$ cat config.mk
export PLATFORM = sky130hd
export DESIGN_NAME = tcc_timing_core
export DESIGN_NICKNAME = d
export VERILOG_FILES = /design/src/common/tcc_pkg.sv /design/src/hdl/tcc_timing_core.sv
export SDC_FILE = /design/constraint.sdc
export NUM_CORES = 1
export LEC_CHECK = 0
export BUFFER_PORTS_ARGS = -buffer_cell sky130_fd_sc_hd__buf_2
export CORE_MARGIN = 1
export CORE_UTILIZATION = 40
export CTS_BUF_LIST = sky130_fd_sc_hd__clkbuf_16
export DETAILED_ROUTE_END_ITERATION = 12
export PLACE_DENSITY_LB_ADDON = 0.08
export SYNTH_ARGS = -nofsm -noshare
export SYNTH_HDL_FRONTEND = slang
export SYNTH_SLANG_ARGS = --single-unit
$ cat constraint.sdc
create_clock -name core_clk_in -period 7.1 [get_ports core_clk_in]
set_input_delay 1.775 -clock core_clk_in [delete_from_list [all_inputs] [get_ports core_clk_in]]
set_output_delay 1.775 -clock core_clk_in [all_outputs]
set_load 0.02 [all_outputs]
$ cat src/common/tcc_pkg.sv
// Package with register map, field layout, reset values and carrier types for the timing core.
package tcc_pkg;

   // Register offsets on the serial register port.
   localparam logic [7:0] TCC_OFS_INT_MASK   = 8'h01;
   localparam logic [7:0] TCC_OFS_RATIO      = 8'h0A;
   localparam logic [7:0] TCC_OFS_SAMP_FREQ  = 8'h12;
   localparam logic [7:0] TCC_OFS_AVG        = 8'h15;
   localparam logic [7:0] TCC_OFS_PULSE_A    = 8'h31;
   localparam logic [7:0] TCC_OFS_PULSE_B    = 8'h36;
   localparam logic [7:0] TCC_OFS_APWR       = 8'h3C;
   localparam logic [7:0] TCC_OFS_SLOW_TRIM  = 8'h4B;
   localparam logic [7:0] TCC_OFS_FAST_TRIM  = 8'h4D;
   localparam logic [7:0] TCC_OFS_RATIO_CTL  = 8'h50;

   // Field positions.
   localparam int TCC_BIT_MASK_A      = 5;
   localparam int TCC_BIT_MASK_B      = 6;
   localparam int TCC_BIT_RATIO_EN    = 5;
   localparam int TCC_AVG_A_LSB       = 4;
   localparam int TCC_AVG_B_LSB       = 8;
   localparam int TCC_AVG_W           = 3;
   localparam int TCC_PCOUNT_LSB      = 8;
   localparam int TCC_PCOUNT_W        = 8;
   localparam int TCC_WIDTH_W         = 5;
   localparam int TCC_APWR_LSB        = 3;
   localparam int TCC_APWR_W          = 6;
   localparam int TCC_STRIM_W         = 6;
   localparam int TCC_FTRIM_W         = 8;
   localparam int TCC_RATIO_W         = 12;

   // Analog power field codes.
   localparam logic [5:0] TCC_APWR_ALL_ON  = 6'h00;
   localparam logic [5:0] TCC_APWR_SINGLE  = 6'h38;
   localparam logic [5:0] TCC_APWR_NO_BPF  = 6'h12;

   // Reset values.
   localparam logic [15:0] TCC_RST_INT_MASK  = 16'hFFFF;
   localparam logic [15:0] TCC_RST_SAMP_FREQ = 16'h0020;
   localparam logic [15:0] TCC_RST_AVG       = 16'h0000;
   localparam logic [15:0] TCC_RST_PULSE     = 16'h0104;
   localparam logic [15:0] TCC_RST_ZERO      = 16'h0000;

   // Ratio measurement spans this many slow periods.
   localparam logic [1:0] TCC_RATIO_SLOW_PERIODS = 2'h2;

   // Interrupt pin pulse width.
   localparam int TCC_CLK_MHZ       = 125;
   localparam int TCC_INT_PULSE_NS  = 64;
   localparam int TCC_INT_PULSE_CYC = (TCC_INT_PULSE_NS * TCC_CLK_MHZ) / 1000;

   typedef enum logic [1:0] {TCC_R_IDLE, TCC_R_ARM, TCC_R_COUNT, TCC_R_DONE} tcc_ratio_t;
   typedef enum logic [1:0] {TCC_S_IDLE, TCC_S_SLOT_A, TCC_S_SLOT_B} tcc_seq_t;

   typedef struct packed {
      logic        wr;
      logic        rd;
      logic [7:0]  addr;
      logic [15:0] wdata;
   } tcc_reg_req_t;

   typedef struct packed {
      logic       rvalid;
      logic [15:0] rdata;
   } tcc_reg_rsp_t;

   typedef struct packed {
      logic [TCC_APWR_W-1:0] field;
      logic                  single_chan;
      logic                  bpf_off;
   } tcc_afe_ctrl_t;

endpackage : tcc_pkg

$ cat src/hdl/tcc_timing_core.sv
// Timing core: oscillator trims, clock ratio measurement, sample and pulse scheduling.
`timescale 1ns/1ns

// Operation
// - Sample schedule from slow oscillator; pulses and capture timed by fast oscillator.
// - Unmasked slot sample interrupt pulses the interrupt pin once per sample.
// - Six-bit slow trim field; software steers it until interrupt rate matches.
// - With ratio enable set, count fast cycles over two slow cycles, twelve bits.
// - Clearing ratio enable resets the counter; setting it starts a new measurement.
// - Eight-bit fast trim field; software writes computed error over step size.
// - Emit per-slot LED pulse count from upper byte of each pulse register.
// - Sum a programmable number of internal samples per slot, three-bit field.
// - Output sample rate equals sampling frequency divided by averaging factor.
// - Analog power code 0x38 powers down channels two to four; 0x00 keeps all.
// - Analog power code b010010 disables band-pass filters for digital integrate.
// - Mask bit 5 gates slot A, bit 6 gates slot B; zero enables.
module tcc_timing_core #(
   parameter int INT_PULSE_CYC = tcc_pkg::TCC_INT_PULSE_CYC
) (
   input  wire logic                                core_clk_in,     // 125 MHz core clock
   input  wire logic                                rstn_in,         // Async reset, active low
   input  wire tcc_pkg::tcc_reg_req_t               reg_req_in,      // Register access request
   output      tcc_pkg::tcc_reg_rsp_t               reg_rsp_out,     // Register read answer
   input  wire logic                                slow_osc_in,     // Slow oscillator output
   input  wire logic                                fast_osc_in,     // Fast oscillator output
   output      logic [tcc_pkg::TCC_STRIM_W-1:0]     slow_trim_out,   // Slow oscillator trim
   output      logic [tcc_pkg::TCC_FTRIM_W-1:0]     fast_trim_out,   // Fast oscillator trim
   output      logic                                led_a_out,       // Slot A LED drive
   output      logic                                led_b_out,       // Slot B LED drive
   output      logic                                sample_a_out,    // Slot A output sample strobe
   output      logic                                sample_b_out,    // Slot B output sample strobe
   output      logic                                int_out,         // Interrupt pin, active high
   output      tcc_pkg::tcc_afe_ctrl_t              afe_ctrl_out     // Analog power controls
);
   import tcc_pkg::*;

   typedef struct packed {
      logic [15:0]             int_mask;
      logic [15:0]             samp_freq;
      logic [15:0]             avg;
      logic [15:0]             pulse_a;
      logic [15:0]             pulse_b;
      logic [15:0]             apwr;
      logic [15:0]             strim;
      logic [15:0]             ftrim;
      logic [15:0]             rctl;
      logic [TCC_RATIO_W-1:0]  ratio;
      tcc_ratio_t              rstate;
      logic [1:0]              slow_seen;
      logic [2:0]              slow_sync;
      logic [2:0]              fast_sync;
      logic [15:0]             samp_cnt;
      tcc_seq_t                seq;
      logic [TCC_PCOUNT_W-1:0] pulses_left;
      logic [TCC_WIDTH_W:0]    phase;
      logic [7:0]              avg_cnt_a;
      logic [7:0]              avg_cnt_b;
      logic [7:0]              int_cnt;
      logic                    int_pin;
      logic                    led_a;
      logic                    led_b;
      logic                    samp_a;
      logic                    samp_b;
      tcc_afe_ctrl_t           afe;
      tcc_reg_rsp_t            rsp;
   } tcc_state_t;

   tcc_state_t st_r;
   tcc_state_t st_nxt;

   // Averaging factor is a power of two, 1 to 128.
   function automatic logic [7:0] tcc_avg_n(input logic [TCC_AVG_W-1:0] code);
      tcc_avg_n = 8'h01 << code;
   endfunction : tcc_avg_n

   function automatic logic [15:0] tcc_read(input tcc_state_t s, input logic [7:0] addr);
      tcc_read = 16'h0000;
      unique case (addr)
         TCC_OFS_INT_MASK:  tcc_read = s.int_mask;
         TCC_OFS_RATIO:     tcc_read = {{(16-TCC_RATIO_W){1'b0}}, s.ratio};
         TCC_OFS_SAMP_FREQ: tcc_read = s.samp_freq;
         TCC_OFS_AVG:       tcc_read = s.avg;
         TCC_OFS_PULSE_A:   tcc_read = s.pulse_a;
         TCC_OFS_PULSE_B:   tcc_read = s.pulse_b;
         TCC_OFS_APWR:      tcc_read = s.apwr;
         TCC_OFS_SLOW_TRIM: tcc_read = s.strim;
         TCC_OFS_FAST_TRIM: tcc_read = s.ftrim;
         TCC_OFS_RATIO_CTL: tcc_read = s.rctl;
         default:           tcc_read = 16'h0000;
      endcase
   endfunction : tcc_read

   logic                    slow_rise;
   logic                    fast_rise;
   logic                    ratio_en;
   logic                    sample_tick;
   logic [15:0]             samp_div;
   logic [TCC_PCOUNT_W-1:0] pcount_a;
   logic [TCC_PCOUNT_W-1:0] pcount_b;
   logic [TCC_WIDTH_W-1:0]  emitter_w;
   logic [TCC_WIDTH_W:0]    pulse_period;
   logic                    out_a;
   logic                    out_b;
   logic                    slot_a_emitter_on;
   logic                    slot_b_emitter_on;
   logic [TCC_WIDTH_W-1:0]  slot_a_emitter_width;
   logic [TCC_WIDTH_W-1:0]  slot_b_emitter_width;

   // Edges are taken from the second and third stages only.
   assign slow_rise = st_r.slow_sync[1] & ~st_r.slow_sync[2];
   assign fast_rise = st_r.fast_sync[1] & ~st_r.fast_sync[2];
   assign ratio_en  = st_r.rctl[TCC_BIT_RATIO_EN];
   assign samp_div  = (st_r.samp_freq == 16'h0000) ? 16'h0001 : st_r.samp_freq;
   assign pcount_a  = st_r.pulse_a[TCC_PCOUNT_LSB +: TCC_PCOUNT_W];
   assign pcount_b  = st_r.pulse_b[TCC_PCOUNT_LSB +: TCC_PCOUNT_W];
   assign slot_a_emitter_width = st_r.pulse_a[TCC_WIDTH_W-1:0];
   assign slot_b_emitter_width = st_r.pulse_b[TCC_WIDTH_W-1:0];
   assign emitter_w = (st_r.seq == TCC_S_SLOT_B) ? slot_b_emitter_width : slot_a_emitter_width;
   // A zero width still gives a one-tick pulse; the gap equals the width.
   assign pulse_period = (emitter_w == '0) ? (TCC_WIDTH_W+1)'(2)
                                          : {emitter_w, 1'b0};
   assign sample_tick = slow_rise && (st_r.samp_cnt >= samp_div - 16'h0001);
   assign slot_a_emitter_on = (st_r.seq == TCC_S_SLOT_A) && (st_r.pulses_left != '0)
                              && (st_r.phase < (pulse_period >> 1));
   assign slot_b_emitter_on = (st_r.seq == TCC_S_SLOT_B) && (st_r.pulses_left != '0)
                              && (st_r.phase < (pulse_period >> 1));

   always_comb begin
      st_nxt = st_r;
      out_a  = 1'b0;
      out_b  = 1'b0;

      st_nxt.slow_sync = {st_r.slow_sync[1:0], slow_osc_in};
      st_nxt.fast_sync = {st_r.fast_sync[1:0], fast_osc_in};

      // Register writes; the ratio result is read-only.
      if (reg_req_in.wr) begin
         unique case (reg_req_in.addr)
            TCC_OFS_INT_MASK:  st_nxt.int_mask  = reg_req_in.wdata;
            TCC_OFS_SAMP_FREQ: st_nxt.samp_freq = reg_req_in.wdata;
            TCC_OFS_AVG:       st_nxt.avg       = reg_req_in.wdata;
            TCC_OFS_PULSE_A:   st_nxt.pulse_a   = reg_req_in.wdata;
            TCC_OFS_PULSE_B:   st_nxt.pulse_b   = reg_req_in.wdata;
            TCC_OFS_APWR:      st_nxt.apwr      = reg_req_in.wdata;
            TCC_OFS_SLOW_TRIM: st_nxt.strim     = reg_req_in.wdata;
            TCC_OFS_FAST_TRIM: st_nxt.ftrim     = reg_req_in.wdata;
            TCC_OFS_RATIO_CTL: st_nxt.rctl      = reg_req_in.wdata;
            default: ;
         endcase
      end

      st_nxt.rsp.rvalid = reg_req_in.rd;
      st_nxt.rsp.rdata  = reg_req_in.rd ? tcc_read(st_r, reg_req_in.addr) : 16'h0000;

      if (!ratio_en) begin
         st_nxt.rstate    = TCC_R_IDLE;
         st_nxt.ratio     = '0;
         st_nxt.slow_seen = 2'h0;
      end else begin
         unique case (st_r.rstate)
            TCC_R_IDLE: st_nxt.rstate = TCC_R_ARM;
            TCC_R_ARM: begin
               if (slow_rise) begin
                  st_nxt.rstate    = TCC_R_COUNT;
                  st_nxt.ratio     = '0;
                  st_nxt.slow_seen = 2'h0;
               end
            end
            // count fast edges over two slow periods
            TCC_R_COUNT: begin
               if (slow_rise && (st_r.slow_seen == TCC_RATIO_SLOW_PERIODS - 2'h1)) begin
                  st_nxt.rstate = TCC_R_DONE;
               end else begin
                  if (slow_rise) begin
                     st_nxt.slow_seen = st_r.slow_seen + 2'h1;
                  end
                  if (fast_rise && (st_r.ratio != '1)) begin
                     st_nxt.ratio = st_r.ratio + 1'b1;
                  end
               end
            end
            // hold result until the enable is cleared
            TCC_R_DONE: st_nxt.rstate = TCC_R_DONE;
         endcase
      end

      // sample period counted in slow oscillator edges
      if (slow_rise) begin
         st_nxt.samp_cnt = sample_tick ? 16'h0000 : st_r.samp_cnt + 16'h0001;
      end

      // pulse trains timed by fast oscillator edges
      unique case (st_r.seq)
         TCC_S_IDLE: begin
            if (sample_tick) begin
               st_nxt.seq         = TCC_S_SLOT_A;
               st_nxt.pulses_left = pcount_a;
               st_nxt.phase       = '0;
            end
         end
         TCC_S_SLOT_A, TCC_S_SLOT_B: begin
            if (st_r.pulses_left == '0) begin
               // slot finished: one internal sample taken
               if (st_r.seq == TCC_S_SLOT_A) begin
                  st_nxt.seq         = TCC_S_SLOT_B;
                  st_nxt.pulses_left = pcount_b;
                  st_nxt.phase       = '0;
                  if (st_r.avg_cnt_a >= tcc_avg_n(st_r.avg[TCC_AVG_A_LSB +: TCC_AVG_W])
                                        - 8'h01) begin
                     st_nxt.avg_cnt_a = 8'h00;
                     out_a            = 1'b1;
                  end else begin
                     st_nxt.avg_cnt_a = st_r.avg_cnt_a + 8'h01;
                  end
               end else begin
                  st_nxt.seq = TCC_S_IDLE;
                  if (st_r.avg_cnt_b >= tcc_avg_n(st_r.avg[TCC_AVG_B_LSB +: TCC_AVG_W])
                                        - 8'h01) begin
                     st_nxt.avg_cnt_b = 8'h00;
                     out_b            = 1'b1;
                  end else begin
                     st_nxt.avg_cnt_b = st_r.avg_cnt_b + 8'h01;
                  end
               end
            end else if (fast_rise) begin
               if (st_r.phase >= pulse_period - 1'b1) begin
                  st_nxt.phase       = '0;
                  st_nxt.pulses_left = st_r.pulses_left - 1'b1;
               end else begin
                  st_nxt.phase = st_r.phase + 1'b1;
               end
            end
         end
         default: st_nxt.seq = TCC_S_IDLE;
      endcase

      st_nxt.led_a = slot_a_emitter_on;
      st_nxt.led_b = slot_b_emitter_on;
      // output strobes at sample rate over averaging factor
      st_nxt.samp_a = out_a;
      st_nxt.samp_b = out_b;

      // interrupt pulse per unmasked output sample
      // zero in the mask bit enables that slot
      if ((out_a && !st_r.int_mask[TCC_BIT_MASK_A]) ||
          (out_b && !st_r.int_mask[TCC_BIT_MASK_B])) begin
         st_nxt.int_cnt = 8'(INT_PULSE_CYC);
         st_nxt.int_pin = 1'b1;
      end else if (st_r.int_cnt > 8'h01) begin
         st_nxt.int_cnt = st_r.int_cnt - 8'h01;
      end else begin
         st_nxt.int_cnt = 8'h00;
         st_nxt.int_pin = 1'b0;
      end

      st_nxt.afe.field       = st_r.apwr[TCC_APWR_LSB +: TCC_APWR_W];
      st_nxt.afe.single_chan = (st_r.apwr[TCC_APWR_LSB +: TCC_APWR_W] == TCC_APWR_SINGLE);
      st_nxt.afe.bpf_off     = (st_r.apwr[TCC_APWR_LSB +: TCC_APWR_W] == TCC_APWR_NO_BPF);
   end

   always_ff @(posedge core_clk_in or negedge rstn_in) begin
      if (!rstn_in) begin
         st_r           <= '0;
         st_r.int_mask  <= TCC_RST_INT_MASK;
         st_r.samp_freq <= TCC_RST_SAMP_FREQ;
         st_r.avg       <= TCC_RST_AVG;
         st_r.pulse_a   <= TCC_RST_PULSE;
         st_r.pulse_b   <= TCC_RST_PULSE;
         st_r.apwr      <= TCC_RST_ZERO;
         st_r.rstate    <= TCC_R_IDLE;
         st_r.seq       <= TCC_S_IDLE;
      end else begin
         st_r <= st_nxt;
      end
   end

   // trims go straight from their registers; no other state is touched by a trim write.
   assign slow_trim_out = st_r.strim[TCC_STRIM_W-1:0];
   assign fast_trim_out = st_r.ftrim[TCC_FTRIM_W-1:0];
   assign led_a_out     = st_r.led_a;
   assign led_b_out     = st_r.led_b;
   assign sample_a_out  = st_r.samp_a;
   assign sample_b_out  = st_r.samp_b;
   assign int_out       = st_r.int_pin;
   assign afe_ctrl_out  = st_r.afe;
   assign reg_rsp_out   = st_r.rsp;

endmodule : tcc_timing_core

* Word level (Yosys, flattened, before mapping)
Cells that the tools add are included.
** Storage, ports and cells
- Word-level logic and storage cells :: 163
- Input port bits :: 30
- Bits in registers :: 252
- Output and inout port bits :: 44
** Cells by class
- Muxes and demuxes :: 39
- Order comparisons :: 6
- Reduce and logical (&&, ||, !) cells :: 37
- Bitwise logic cells :: 5
- Shift operators :: 2
- Add/sub/neg operators :: 12
- Equality and inequality tests :: 31
** Operators with widths (number)
- $pmux 16 s10 :: 1
- $mux 16 :: 6
- $mux 8 :: 4
- $sub 8x1->8 const B :: 4
- $mux 14 :: 2
- $pmux 14 s2 :: 1
- $eq 8x6->1 const B :: 3
- $eq 8x7->1 const B :: 3
- $mux 12 :: 2
- $ne 3x3->1 const B :: 8
- $pmux 12 s2 :: 1
- $mux 22 :: 1
- $reduce_and 2->1 :: 11
- $add 16x1->16 const B :: 1
- $add 8x1->8 const B :: 2
- $eq 8x5->1 const B :: 2
- $ge 16x16->1 :: 1
- $ge 8x8->1 :: 2
- $logic_not 16->1 :: 1
- $shl 1x3->8 const A :: 2
- $sub 16x1->16 const B :: 1
- $add 12x1->12 const B :: 1
- $mux 6 :: 2
- $ne 12x12->1 const B :: 1
- other kinds (34) :: 69

* Logic depth before layout (Yosys ltp)
Gate-level depths: netlist of the first run.
- Depth in word-level cells :: 10
- Depth in mapped cells :: 18
- Depth with buffers taken out :: 18

* Worst setup path before layout of the first run
Ideal clock, no wire load.
- Path kind :: register to register
- Start point :: reg st_r[226] (netlist name)
- End point :: reg st_r[62] (netlist name)
- Clock period less this slack :: 4.931 ns
- Buffers on the path :: 0
- Library setup time :: 0.125 ns
- Arrival time :: 4.806 ns
- Cell stages (with the launch flop) :: 19
- Slack :: 2.169 ns
- Required time :: 6.975 ns
- Cells stage by stage :: dfrtp_1 or4_4 or3_4 or4_4 or3_4 nor2_1 nor2_1 ha_1 nand3b_1 nor4_1 xnor2_1 ha_1 nand4_1 nor3_1 or4b_4 a31oi_4 nand2b_1 nand3_4 mux2_2
** On the way
- Word-level cells in the longest chain between the ends :: 7
** Ends and longest elaborated chain
- start: declaration :: line tcc_timing_core.sv:68 : tcc_state_t st_r;
- start signal: assignment :: line tcc_timing_core.sv:273 : st_r <= st_nxt;
- $logic_not 16->1 :: line tcc_timing_core.sv:113 : assign samp_div = (st_r.samp_freq == 16'h0000) ? 16'h0001 : st_r.samp_freq;
- $mux 16 (*) :: line tcc_timing_core.sv:113
- $sub 16x1->16 (*) :: line tcc_timing_core.sv:122 : assign sample_tick = slow_rise && (st_r.samp_cnt >= samp_div - 16'h0001);
- $ge 16x16->1 (*) :: line tcc_timing_core.sv:122
- $logic_and 1x1->1 (*) :: line tcc_timing_core.sv:122
- $ne 2x2->1 (no line) (*)
- $reduce_and 5->1 (no line) (*)
Mark *: on every way between the ends. The rest lies on a longest branch, timed or not.
A chain may end at the register's enable or synchronous reset.

* Final worst setup path of the first run
- Start point :: reg st_r[226] (netlist name)
- End point :: reg st_r[64] (netlist name)
The elaborated chain is that of the path after synthesis.

==> results of run 1 <==
-- final cells by class --
cell class	count	area, sq um	share of cell area
inverter	27	101	0.00688
multi-input combinational	839	6250	0.425
sequential	252	6330	0.430
clock buffer	31	776	0.0527
tap	442	553	0.0375
timing repair buffer	84	470	0.0319
clock inverter	27	244	0.0166
-- placed cells by master (no fill, tap or decap), types with 29 or more instances in the layout --
cell / instances
sky130_fd_sc_hd__inv_1: 33
sky130_fd_sc_hd__mux2_2: 156
sky130_fd_sc_hd__nor2_1: 89
sky130_fd_sc_hd__buf_2: 72
sky130_fd_sc_hd__a22oi_1: 34
sky130_fd_sc_hd__clkbuf_16: 31
sky130_fd_sc_hd__nand3_1: 31
sky130_fd_sc_hd__o21ai_0: 56
sky130_fd_sc_hd__ha_1: 57
sky130_fd_sc_hd__dfrtp_1: 231
sky130_fd_sc_hd__nand2_1: 99
sky130_fd_sc_hd__a21oi_1: 29
-- registers in the layout, indices dropped and copies added, names as in the netlist --
signal	flops
led_a_out	1
st_r	171
reg_rsp_out	17
st_nxt	10
pcount_b	8
int_out	1
sample_a_out	1
slot_b_emitter_width	5
pcount_a	8
slow_trim_out	6
sample_b_out	1
fast_trim_out	8
afe_ctrl_out	8
slot_a_emitter_width	5
ratio_en	1
led_b_out	1
-- critical path, delay by kind of cell, from the launching register on --
kind	cells	cell delay, ps
and+or+nand+nor	13	3570
DFF	1	450
muxes	1	340
xor gates and xnor gates	1	130
adders and majority gates	2	510
AOI/OAI and AO/OA	1	470
-- path summary, 6_finish.rpt --
kind	startpoint	end	slack [ps]	depth (start not counted)
max in group asynchronous	rstn_in	st_r[213]	4590	2
setup / recovery	st_r[226]	st_r[64]	1500	18
min in group asynchronous	rstn_in	led_b_out	1300	1
setup reg to reg	st_r[226]	st_r[64]	1500	18
hold reg to reg	st_nxt[90]	st_nxt[91]	350	0
hold / removal	st_nxt[90]	st_nxt[91]	350	0
-- logic make-up (layout without fill, tap and decap cells) --
kind of cell / after synthesis / after routing / share of synthesized area
other: 1 / 2 / 0.000285
multiplexers: 165 / 165 / 0.141
AND/OR/NAND/NOR: 343 / 343 / 0.130
flip-flops: 252 / 252 / 0.482
adder cells (fa/ha/maj): 57 / 57 / 0.0543
buffers and inverters: 108 / 169 / 0.0442
AO/OA/AOI/OAI: 224 / 224 / 0.117
XOR/XNOR: 48 / 48 / 0.0320
-- stage by stage --
stage,power (uW),utilization,instance area [sq um],hold WS (ps)
after global routing,4620,0.454,14700,356
after global placement,2790,0.423,13700,334
after floorplan,2510,-,13100,331
final,4360,0.454,14700,348
after CTS,4400,0.454,14700,350
after detailed placement,2800,0.423,13700,336
-- power breakdown --
| part | switching, uW | internal [uW] |
|---|---|---|
| clock | 644 | 940 |
| combinational | 603 | 439 |
| sequential | 148 | 1580 |
| total | 1390 | 2960 |
-- layer usage --
metal,global-route usage,share of wire,vias up
met5,0,0,-
met4,0.0693,0.032,0
met3,0.0318,0.041,58
met2,0.330,0.45,203
met1,0.306,0.48,4586
li1,-,-,4391
==> flow_summary.toml, run 1 <==
[clock_tree]
clkLatencyLatePin_ps = 580
cts.hold.buffers_added = 0
tritoncts.num_buffers = 31
post_cts_resized = 0
postCtsSetupBuffers = 0
ctsHtreeMaxLevel = 1
cts.reportedPaths.clkPinSlew_ps = 60
ctsLongestPathBuffers = 3
cts_tree = "yes"
cts_sinks = 252
ctsRootBufferMaster = "sky130_fd_sc_hd__clkbuf_16"

[critical_path]
critPathMaxStageDelay_ps = 570
worstPathArrival_ps = 6060
cpMaxStageDelayCell = "sky130_fd_sc_hd__or4_4"
cp_cell_sequence = "or4_4, or3_4, or4_4, or3_4, nor2_1, nor2_1, ha_1, nand3b_1, nor2_1, xnor2_1, ha_1, nand4_1, nor3_1, or4b_4, a31oi_4, nand2b_1, nand3_4, mux2_2"
endpoint_kind = "register"
critical_path.startpoint_type = "register"
critical_path_peak_fanout = 16
cpMostUsedCell = "sky130_fd_sc_hd__nor2_1"
path_class = "reg -> reg"
critPathRequiredTime_ps = 7550

[grt]
grt_remaining_overflow = 0
largest_net_degree_at_the_start_of_global_routing = 131
grt_total_usage = 0.213
number_of_antenna_violations_at_the_first_check_in_global_routing = 0
grt_first_pass_wirelength_mm = 54.9
first_global_vias = 9188

[logic_synthesis]
synth_seq_cells = 252
async_reset_ff_frac = 1.00
synth_top_area_cell = "sky130_fd_sc_hd__dfrtp_1"
synth_warnings = 0
area_share_of_the_largest_cell_type_after_synthesis = 0.440
synth_enable_flop_cells = 0
synth_sequential_area_ratio = 0.482
synth.area.top_cells = "sky130_fd_sc_hd__dfrtp_1 (44%), sky130_fd_sc_hd__mux2_2 (13%), sky130_fd_sc_hd__ha_1 (5.4%)"
primary_ff_master_synth = "sky130_fd_sc_hd__dfrtp_1"
synth_instances = 1198
yosys.cell_types.count = 69
total_standard_cell_area_after_synthesis_sq_um = 13100
netlist_top_cells_count = "sky130_fd_sc_hd__dfrtp_1 (231), sky130_fd_sc_hd__mux2_2 (156), sky130_fd_sc_hd__nand2_1 (99)"
syn-mean-instance-area_sq_um = 11.0
yosys.cell_count.top_type = "sky130_fd_sc_hd__dfrtp_1"

[layout]
final-instance-count-excl-fill = 1702
final.fill_count = 3090
diodes_inserted = 0
syn2layout_area_growth_pct = 12.1
finish.net_count = 1322
drive_above_1_share = 0.262

[drt]
detail_route.drc_violations = 0
route.detailed.vias_per_inst = 5.43
routed_wire_length_per_instance_um = 20.5
postRouteAntennaNets = 0
vias = 9238
drtPass1Iterations = 5
routed_wirelength_mm = 34.9
drt-initial-drc-count = 622

[sta]
postLayoutSetupSlackWorst_ps = 1500
tns_ps = 0
finalSetupViolations = 0
max_clock_freq_mhz = 179
tcrit_tclk_final = 0.789
finalWorstPathRequiredPeriod_ps = 5600
transition_time_at_the_pin_with_the_least_slew_margin_ps = 1120
timing.final.max_slew_violations = 0
maxSlewHeadroom = 0.253
rsz0062_at_grt = "no"
clock-skew-final_ps = 16.7
hold_violations = 0

[floorplanning]
die_area_sq_um = 33600
fp.coreArea_sq_um = 32500
starting_density_of_the_core = 0.405
dieWidth_um = 183
floorplan.rows = 66
die_h_um = 183
ios = 74

[run]
max_cap_violations = 0

[hold_path]
min_path_type = "reg -> reg"

[placed_design]
numPlacedInstances = 1644
worst_slack_at_placement_ps = 1510
globalplace.congestion = 0.794
buffer_ports.inserted = 73
dp_hpwl_mm = 24.2

[run_status]
status = "completed"

[power]
maximum_vdd_ir_drop_uv = 177
p_leak_uw = 0.00682
power.density_nw_per_um2 = 296
(Power assumes the default switching activity.)
==> inputs of run 2 (changes only) <==
Settings changed: ABC_AREA set to 1.
Clock period 7.1 ns to 5.4 ns, I/O delays scaled along.
==> flow_summary.toml, run 2 <==
[sta]
clock-skew-final_ps = 26.2
hold_violations = 0
finalWorstPathRequiredPeriod_ps = 3860
maxSlewHeadroom = 0.305
tns_ps = 0
postLayoutSetupSlackWorst_ps = 1540
finalSetupViolations = 0
max_clock_freq_mhz = 259
transition_time_at_the_pin_with_the_least_slew_margin_ps = 1040
rsz0062_at_grt = "no"
tcrit_tclk_final = 0.714
timing.final.max_slew_violations = 0

[critical_path]
worstPathArrival_ps = 4300
timing.rr.end = "st_r[59]"
path_class = "reg -> reg"
critical_path_buf_inv_count = 3
cpMostUsedCell = "sky130_fd_sc_hd__nand2_1"
cpMaxStageDelayCell = "sky130_fd_sc_hd__dfstp_2"
critPathRequiredTime_ps = 5850
r2r_cells = 25
crit_path_depth = 25
critical_path.startpoint_type = "register"
cpLargestDelayFamily = "simple AND/OR/NAND/NOR gates"
setup.reg_to_reg.worst_slack_ps = 1540
worstSetupStartpoint = "st_r[225]"
critical_path.reg2reg.startpoint = "st_r[225]"
critical_path_peak_fanout = 17
endpoint_kind = "register"
critPathMaxStageDelay_ps = 570

[logic_synthesis]
async_reset_ff_frac = 1.00
total_standard_cell_area_after_synthesis_sq_um = 13300
synth_adder_area_share = 0.0535
synth_top_area_cell = "sky130_fd_sc_hd__dfrtp_1"
dominant_combinational_cell_family_by_area_after_synthesis = "simple AND/OR/NAND/NOR gates"
synth_instances = 1627
yosys-mux-area-fraction = 0
synth_enable_flop_cells = 0
syn-mean-instance-area_sq_um = 8.19
synth_sequential_area_ratio = 0.475
yosys.cell_types.count = 57
synth_seq_cells = 252
primary_ff_master_synth = "sky130_fd_sc_hd__dfrtp_1"
synth_compound_gate_area_share = 0.126
area_share_of_the_largest_cell_type_after_synthesis = 0.434
netlist_top_cells_count = "sky130_fd_sc_hd__nand2_1 (448), sky130_fd_sc_hd__dfrtp_1 (231), sky130_fd_sc_hd__o21ai_0 (189)"
yosys.cell_count.top_type = "sky130_fd_sc_hd__nand2_1"
share_of_the_synthesized_netlist_area_taken_by_xor_and_xnor_gates = 0.0269
synthSimpleGateAreaFrac = 0.233
synth.area.top_cells = "sky130_fd_sc_hd__dfrtp_1 (43%), sky130_fd_sc_hd__nand2_1 (13%), sky130_fd_sc_hd__o21ai_0 (7.1%)"
synth_warnings = 0

[grt]
largest_net_degree_at_the_start_of_global_routing = 84
first_global_vias = 10253
grt_remaining_overflow = 0
grt_first_pass_wirelength_mm = 58.6
grt_total_usage = 0.224
number_of_antenna_violations_at_the_first_check_in_global_routing = 1

[placed_design]
globalplace.congestion = 0.850
placed_area_sq_um = 13800
worst_slack_at_placement_ps = 1540
buffer_ports.inserted = 73
dp_hpwl_mm = 26.5

[clock_tree]
post_cts_resized = 0
cts_sinks = 252
tritoncts.num_buffers = 30
ctsLongestPathBuffers = 3
cts_tree = "yes"
clkLatencyLatePin_ps = 580
ctsRootBufferMaster = "sky130_fd_sc_hd__clkbuf_16"
postCtsSetupBuffers = 0
ctsHtreeMaxLevel = 1
cts.reportedPaths.clkPinSlew_ps = 60
cts.hold.buffers_added = 0

[floorplanning]
floorplan.rows = 66
starting_density_of_the_core = 0.408
die_area_sq_um = 34100
dieWidth_um = 185
ios = 74
die_h_um = 185
fp.coreArea_sq_um = 32700

[layout]
drive_above_1_share = 0.117
final_cell_mix = "sky130_fd_sc_hd__nand2_1 (448), sky130_fd_sc_hd__dfrtp_1 (231), sky130_fd_sc_hd__o21ai_0 (189)"
final_non_filler_cell_area_sq_um = 14900
mostFrequentLayoutCell = "sky130_fd_sc_hd__nand2_1"
multi_input_comb_area_sq_um = 5880
finish.net_count = 1745
largest_register_ffs = 171
max_flop_register = "st_r"
diodes_inserted = 0
syn2layout_area_growth_pct = 11.6
final.fill_count = 3339
area_used_by_sequential_logic_in_the_layout_sq_um = 6330

[drt]
postRouteAntennaNets = 0
routed_wire_length_per_instance_um = 17.4
route.detailed.vias_per_inst = 5.04
drtPass1Iterations = 5
detail_route.drc_violations = 0
routed_wirelength_mm = 36.9
vias = 10690
drt-initial-drc-count = 762

[power]
maximum_vdd_ir_drop_uv = 273
power.density_nw_per_um2 = 412
p_leak_uw = 0.00726

[run]
max_cap_violations = 0

[hold_path]
hold_path_startpoint = "st_nxt[87]"
min_to = "st_nxt[88]"
min_path_type = "reg -> reg"
min_delay_path_depth = 0

[run_status]
status = "completed"
==> run 2: cell families (layout without fill, tap and decap cells) <==
| logic type | after synthesis | count (layout) |
|---|---|---|
| adder cells (fa/ha/maj) | 57 | 57 |
| XOR/XNOR | 41 | 41 |
| AO/OA/AOI/OAI | 306 | 306 |
| buffers and inverters | 253 | 306 |
| other | 1 | 2 |
| AND/OR/NAND/NOR | 717 | 717 |
| flip-flops | 252 | 252 |
==> run 2: how the worst max path moves through the flow <==
stage	end	slack (ps)
2_1_floorplan	st_r[54]	2260
3_3_place_gp	slot_a_emitter_width[4]	1550
3_5_place_dp	st_r[55]	1540
4_1_cts	st_r[54]	1540
5_1_grt	st_r[55]	1080
6_report	st_r[59]	1540
==> run 2: per-stage QoR <==
stage | hold slack, ps | power (uW) | util | std cells
2_1_floorplan | 331 | 3610 | - | 1628
3_3_place_gp | 334 | 4030 | 0.423 | 2068
3_5_place_dp | 342 | 4060 | 0.423 | 2068
4_1_cts | 353 | 6210 | 0.455 | 2123
5_1_grt | 359 | 6560 | 0.455 | 2123
6_report | 349 | 6130 | 0.455 | 2123
==> run 2: cell type report <==
cell class,instances,area share
Multi-Input combinational cell,1123,0.395
Sequential cell,252,0.426
Inverter,172,0.0434
Clock buffer,30,0.0505
Clock inverter,25,0.0191
Tap cell,442,0.0372
Timing Repair Buffer,79,0.0291
==> run 2: report_power, final <==
part           total (uW)  internal [uW]  switching (uW)
logic                1720            608            1110
clock network        2120           1290             827
registers            2300           2100             196
==> run 2: layer usage <==
layer | up-vias | part of all wire | track usage
met4 | 0 | 0.023 | 0.0603
met5 | - | 0 | 0
met2 | 238 | 0.44 | 0.349
met3 | 50 | 0.043 | 0.0253
met1 | 5066 | 0.49 | 0.328
li1 | 5336 | - | -
==> run 2: worst reg2reg max path, delay by kind of cell, from the launching register on <==
family | cells | cell delay (ps)
DFF | 1 | 570
adders and majority gates | 2 | 480
xor gates and xnor gates | 1 | 160
and+or+nand+nor | 19 | 2320
buffers and inverters | 3 | 230
==> inputs of run 3 (changes only) <==
Clock period 5.4 ns to 3.9 ns, I/O delays scaled along.
==> flow_summary.toml, run 3 (synthesis gave the netlist of run 2 again) <==
[layout]
multi_input_comb_area_sq_um = 5890
mostFrequentLayoutCell = "sky130_fd_sc_hd__nand2_1"
diodes_inserted = 0
final_non_filler_cell_area_sq_um = 14900
max_flop_register = "st_r"
finish.net_count = 1757
largest_register_ffs = 171
drive_above_1_share = 0.123
final_cell_mix = "sky130_fd_sc_hd__nand2_1 (447), sky130_fd_sc_hd__dfrtp_1 (231), sky130_fd_sc_hd__o21ai_0 (188)"
syn2layout_area_growth_pct = 11.9
area_used_by_sequential_logic_in_the_layout_sq_um = 6330
final.fill_count = 3368
final-instance-count-excl-fill = 2135

[grt]
first_global_vias = 10063
gr_util_met2 = 0.337
number_of_antenna_violations_at_the_first_check_in_global_routing = 0
grt_util_met1 = 0.334
grt_most_used_layer = "met2"
met3_usage = 0.0306
largest_net_degree_at_the_start_of_global_routing = 84
grt_first_pass_wirelength_mm = 58.7
grt_total_usage = 0.224
grt_remaining_overflow = 0

[clock_tree]
ctsLongestPathBuffers = 3
cts.reportedPaths.clkPinSlew_ps = 60
tritoncts.num_buffers = 29
clkLatencyLatePin_ps = 570
cts_tree = "yes"
ctsRootBufferMaster = "sky130_fd_sc_hd__clkbuf_16"
cts_sinks = 252
ctsHtreeMaxLevel = 1

[sta]
finalSetupViolations = 0
transition_time_at_the_pin_with_the_least_slew_margin_ps = 967
max_clock_freq_mhz = 280
timing.final.max_slew_violations = 0
maxSlewHeadroom = 0.353
postLayoutSetupSlackWorst_ps = 328
clock-skew-final_ps = 15.2
hold_violations = 0
tcrit_tclk_final = 0.916
tns_ps = 0
finalWorstPathRequiredPeriod_ps = 3570

[power]
total_net_switching_power_uw = 2960
report.power.total_uw = 8350
maximum_vdd_ir_drop_uv = 331
p_leak_uw = 0.00729
internal_power_uw = 5390
clock_network_power_share = 0.328
share_of_power_burned_in_combinational_logic = 0.291
power.density_nw_per_um2 = 560
power.share.sequential = 0.381
power_switching_share = 0.355

[critical_path]
setup.reg_to_reg.worst_slack_ps = 330
worstPathArrival_ps = 4070
critical_path.reg2reg.startpoint = "st_r[225]"
endpoint_kind = "register"
critical_path_buf_inv_count = 4
r2r_cells = 25
cpMaxStageDelayCell = "sky130_fd_sc_hd__dfstp_2"
setup.worst_path.end = "st_r[67]"
crit_path_depth = 25
critical_path_peak_fanout = 7
cpMostUsedCell = "sky130_fd_sc_hd__nand2_1"
timing.rr.end = "st_r[67]"
cpLargestDelayFamily = "simple AND/OR/NAND/NOR gates"
path_class = "reg -> reg"
worstSetupStartpoint = "st_r[225]"
critical_path.startpoint_type = "register"
critPathRequiredTime_ps = 4400
critPathMaxStageDelay_ps = 570

[drt]
drt-initial-drc-count = 687
routed_wire_length_per_instance_um = 17.4
vias = 10792
drtPass1Iterations = 5
routed_wirelength_mm = 37.1
route.detailed.vias_per_inst = 5.05
postRouteAntennaNets = 0
detail_route.drc_violations = 0

[placed_design]
globalplace.congestion = 0.855
placed_area_sq_um = 13900
dp_hpwl_mm = 26.7
worst_slack_at_placement_ps = 190
numPlacedInstances = 2080
buffer_ports.inserted = 73

[floorplanning]
fp.coreArea_sq_um = 32700
die_area_sq_um = 34100
starting_density_of_the_core = 0.408
ios = 74
floorplan.rows = 66
die_h_um = 185
dieWidth_um = 185

[hold_path]
min_delay_path_depth = 0
min_path_type = "reg -> reg"

[run_status]
status = "completed"

[run]
max_cap_violations = 0
## run 3: routing by layer
| metal | up-vias | routed length, um |
|---|---|---|
| met3 | 43 | 1750 |
| met5 | - | 0 |
| met4 | 0 | 916 |
| met2 | 223 | 16200 |
| met1 | 5165 | 18200 |
| li1 | 5361 | - |
## run 3: stage by stage
step / util / hold WS (ps)
6_report: 0.456 / 356
5_1_grt: 0.456 / 365
4_1_cts: 0.455 / 360
3_5_place_dp: 0.426 / 336
3_3_place_gp: 0.426 / 337
2_1_floorplan: - / 331
## run 3: cell type report
type,instances,area share
Clock buffer,29,0.0486
Clock inverter,25,0.0152
Inverter,172,0.0435
Multi-Input combinational cell,1123,0.395
Sequential cell,252,0.424
Tap cell,442,0.0371
Timing Repair Buffer,92,0.0364
## run 3: worst min path at each step
stage	startpoint	to
floorplan	st_nxt[87]	st_nxt[88]
global placement	st_nxt[90]	st_nxt[91]
detailed placement	st_nxt[87]	st_nxt[88]
CTS	st_nxt[90]	st_nxt[91]
global route	st_nxt[90]	st_nxt[91]
finish	st_nxt[90]	st_nxt[91]
## run 3: power by group through the flow
stage	Combinational [uW]	Sequential, uW	Clock, uW
2_1_floorplan	1840	3160	0
3_3_place_gp	2400	3220	0
3_5_place_dp	2420	3220	0
4_1_cts	2430	3180	2810
5_1_grt	2800	3230	2930
6_report	2430	3180	2740
## run 3: repair_timing
item / in CTS / in global routing
hold buffers: 0 / 0
endpoints found under the setup margin: 0 / 29
setup buffers: 0 / 1
gates resized for setup: 0 / 6
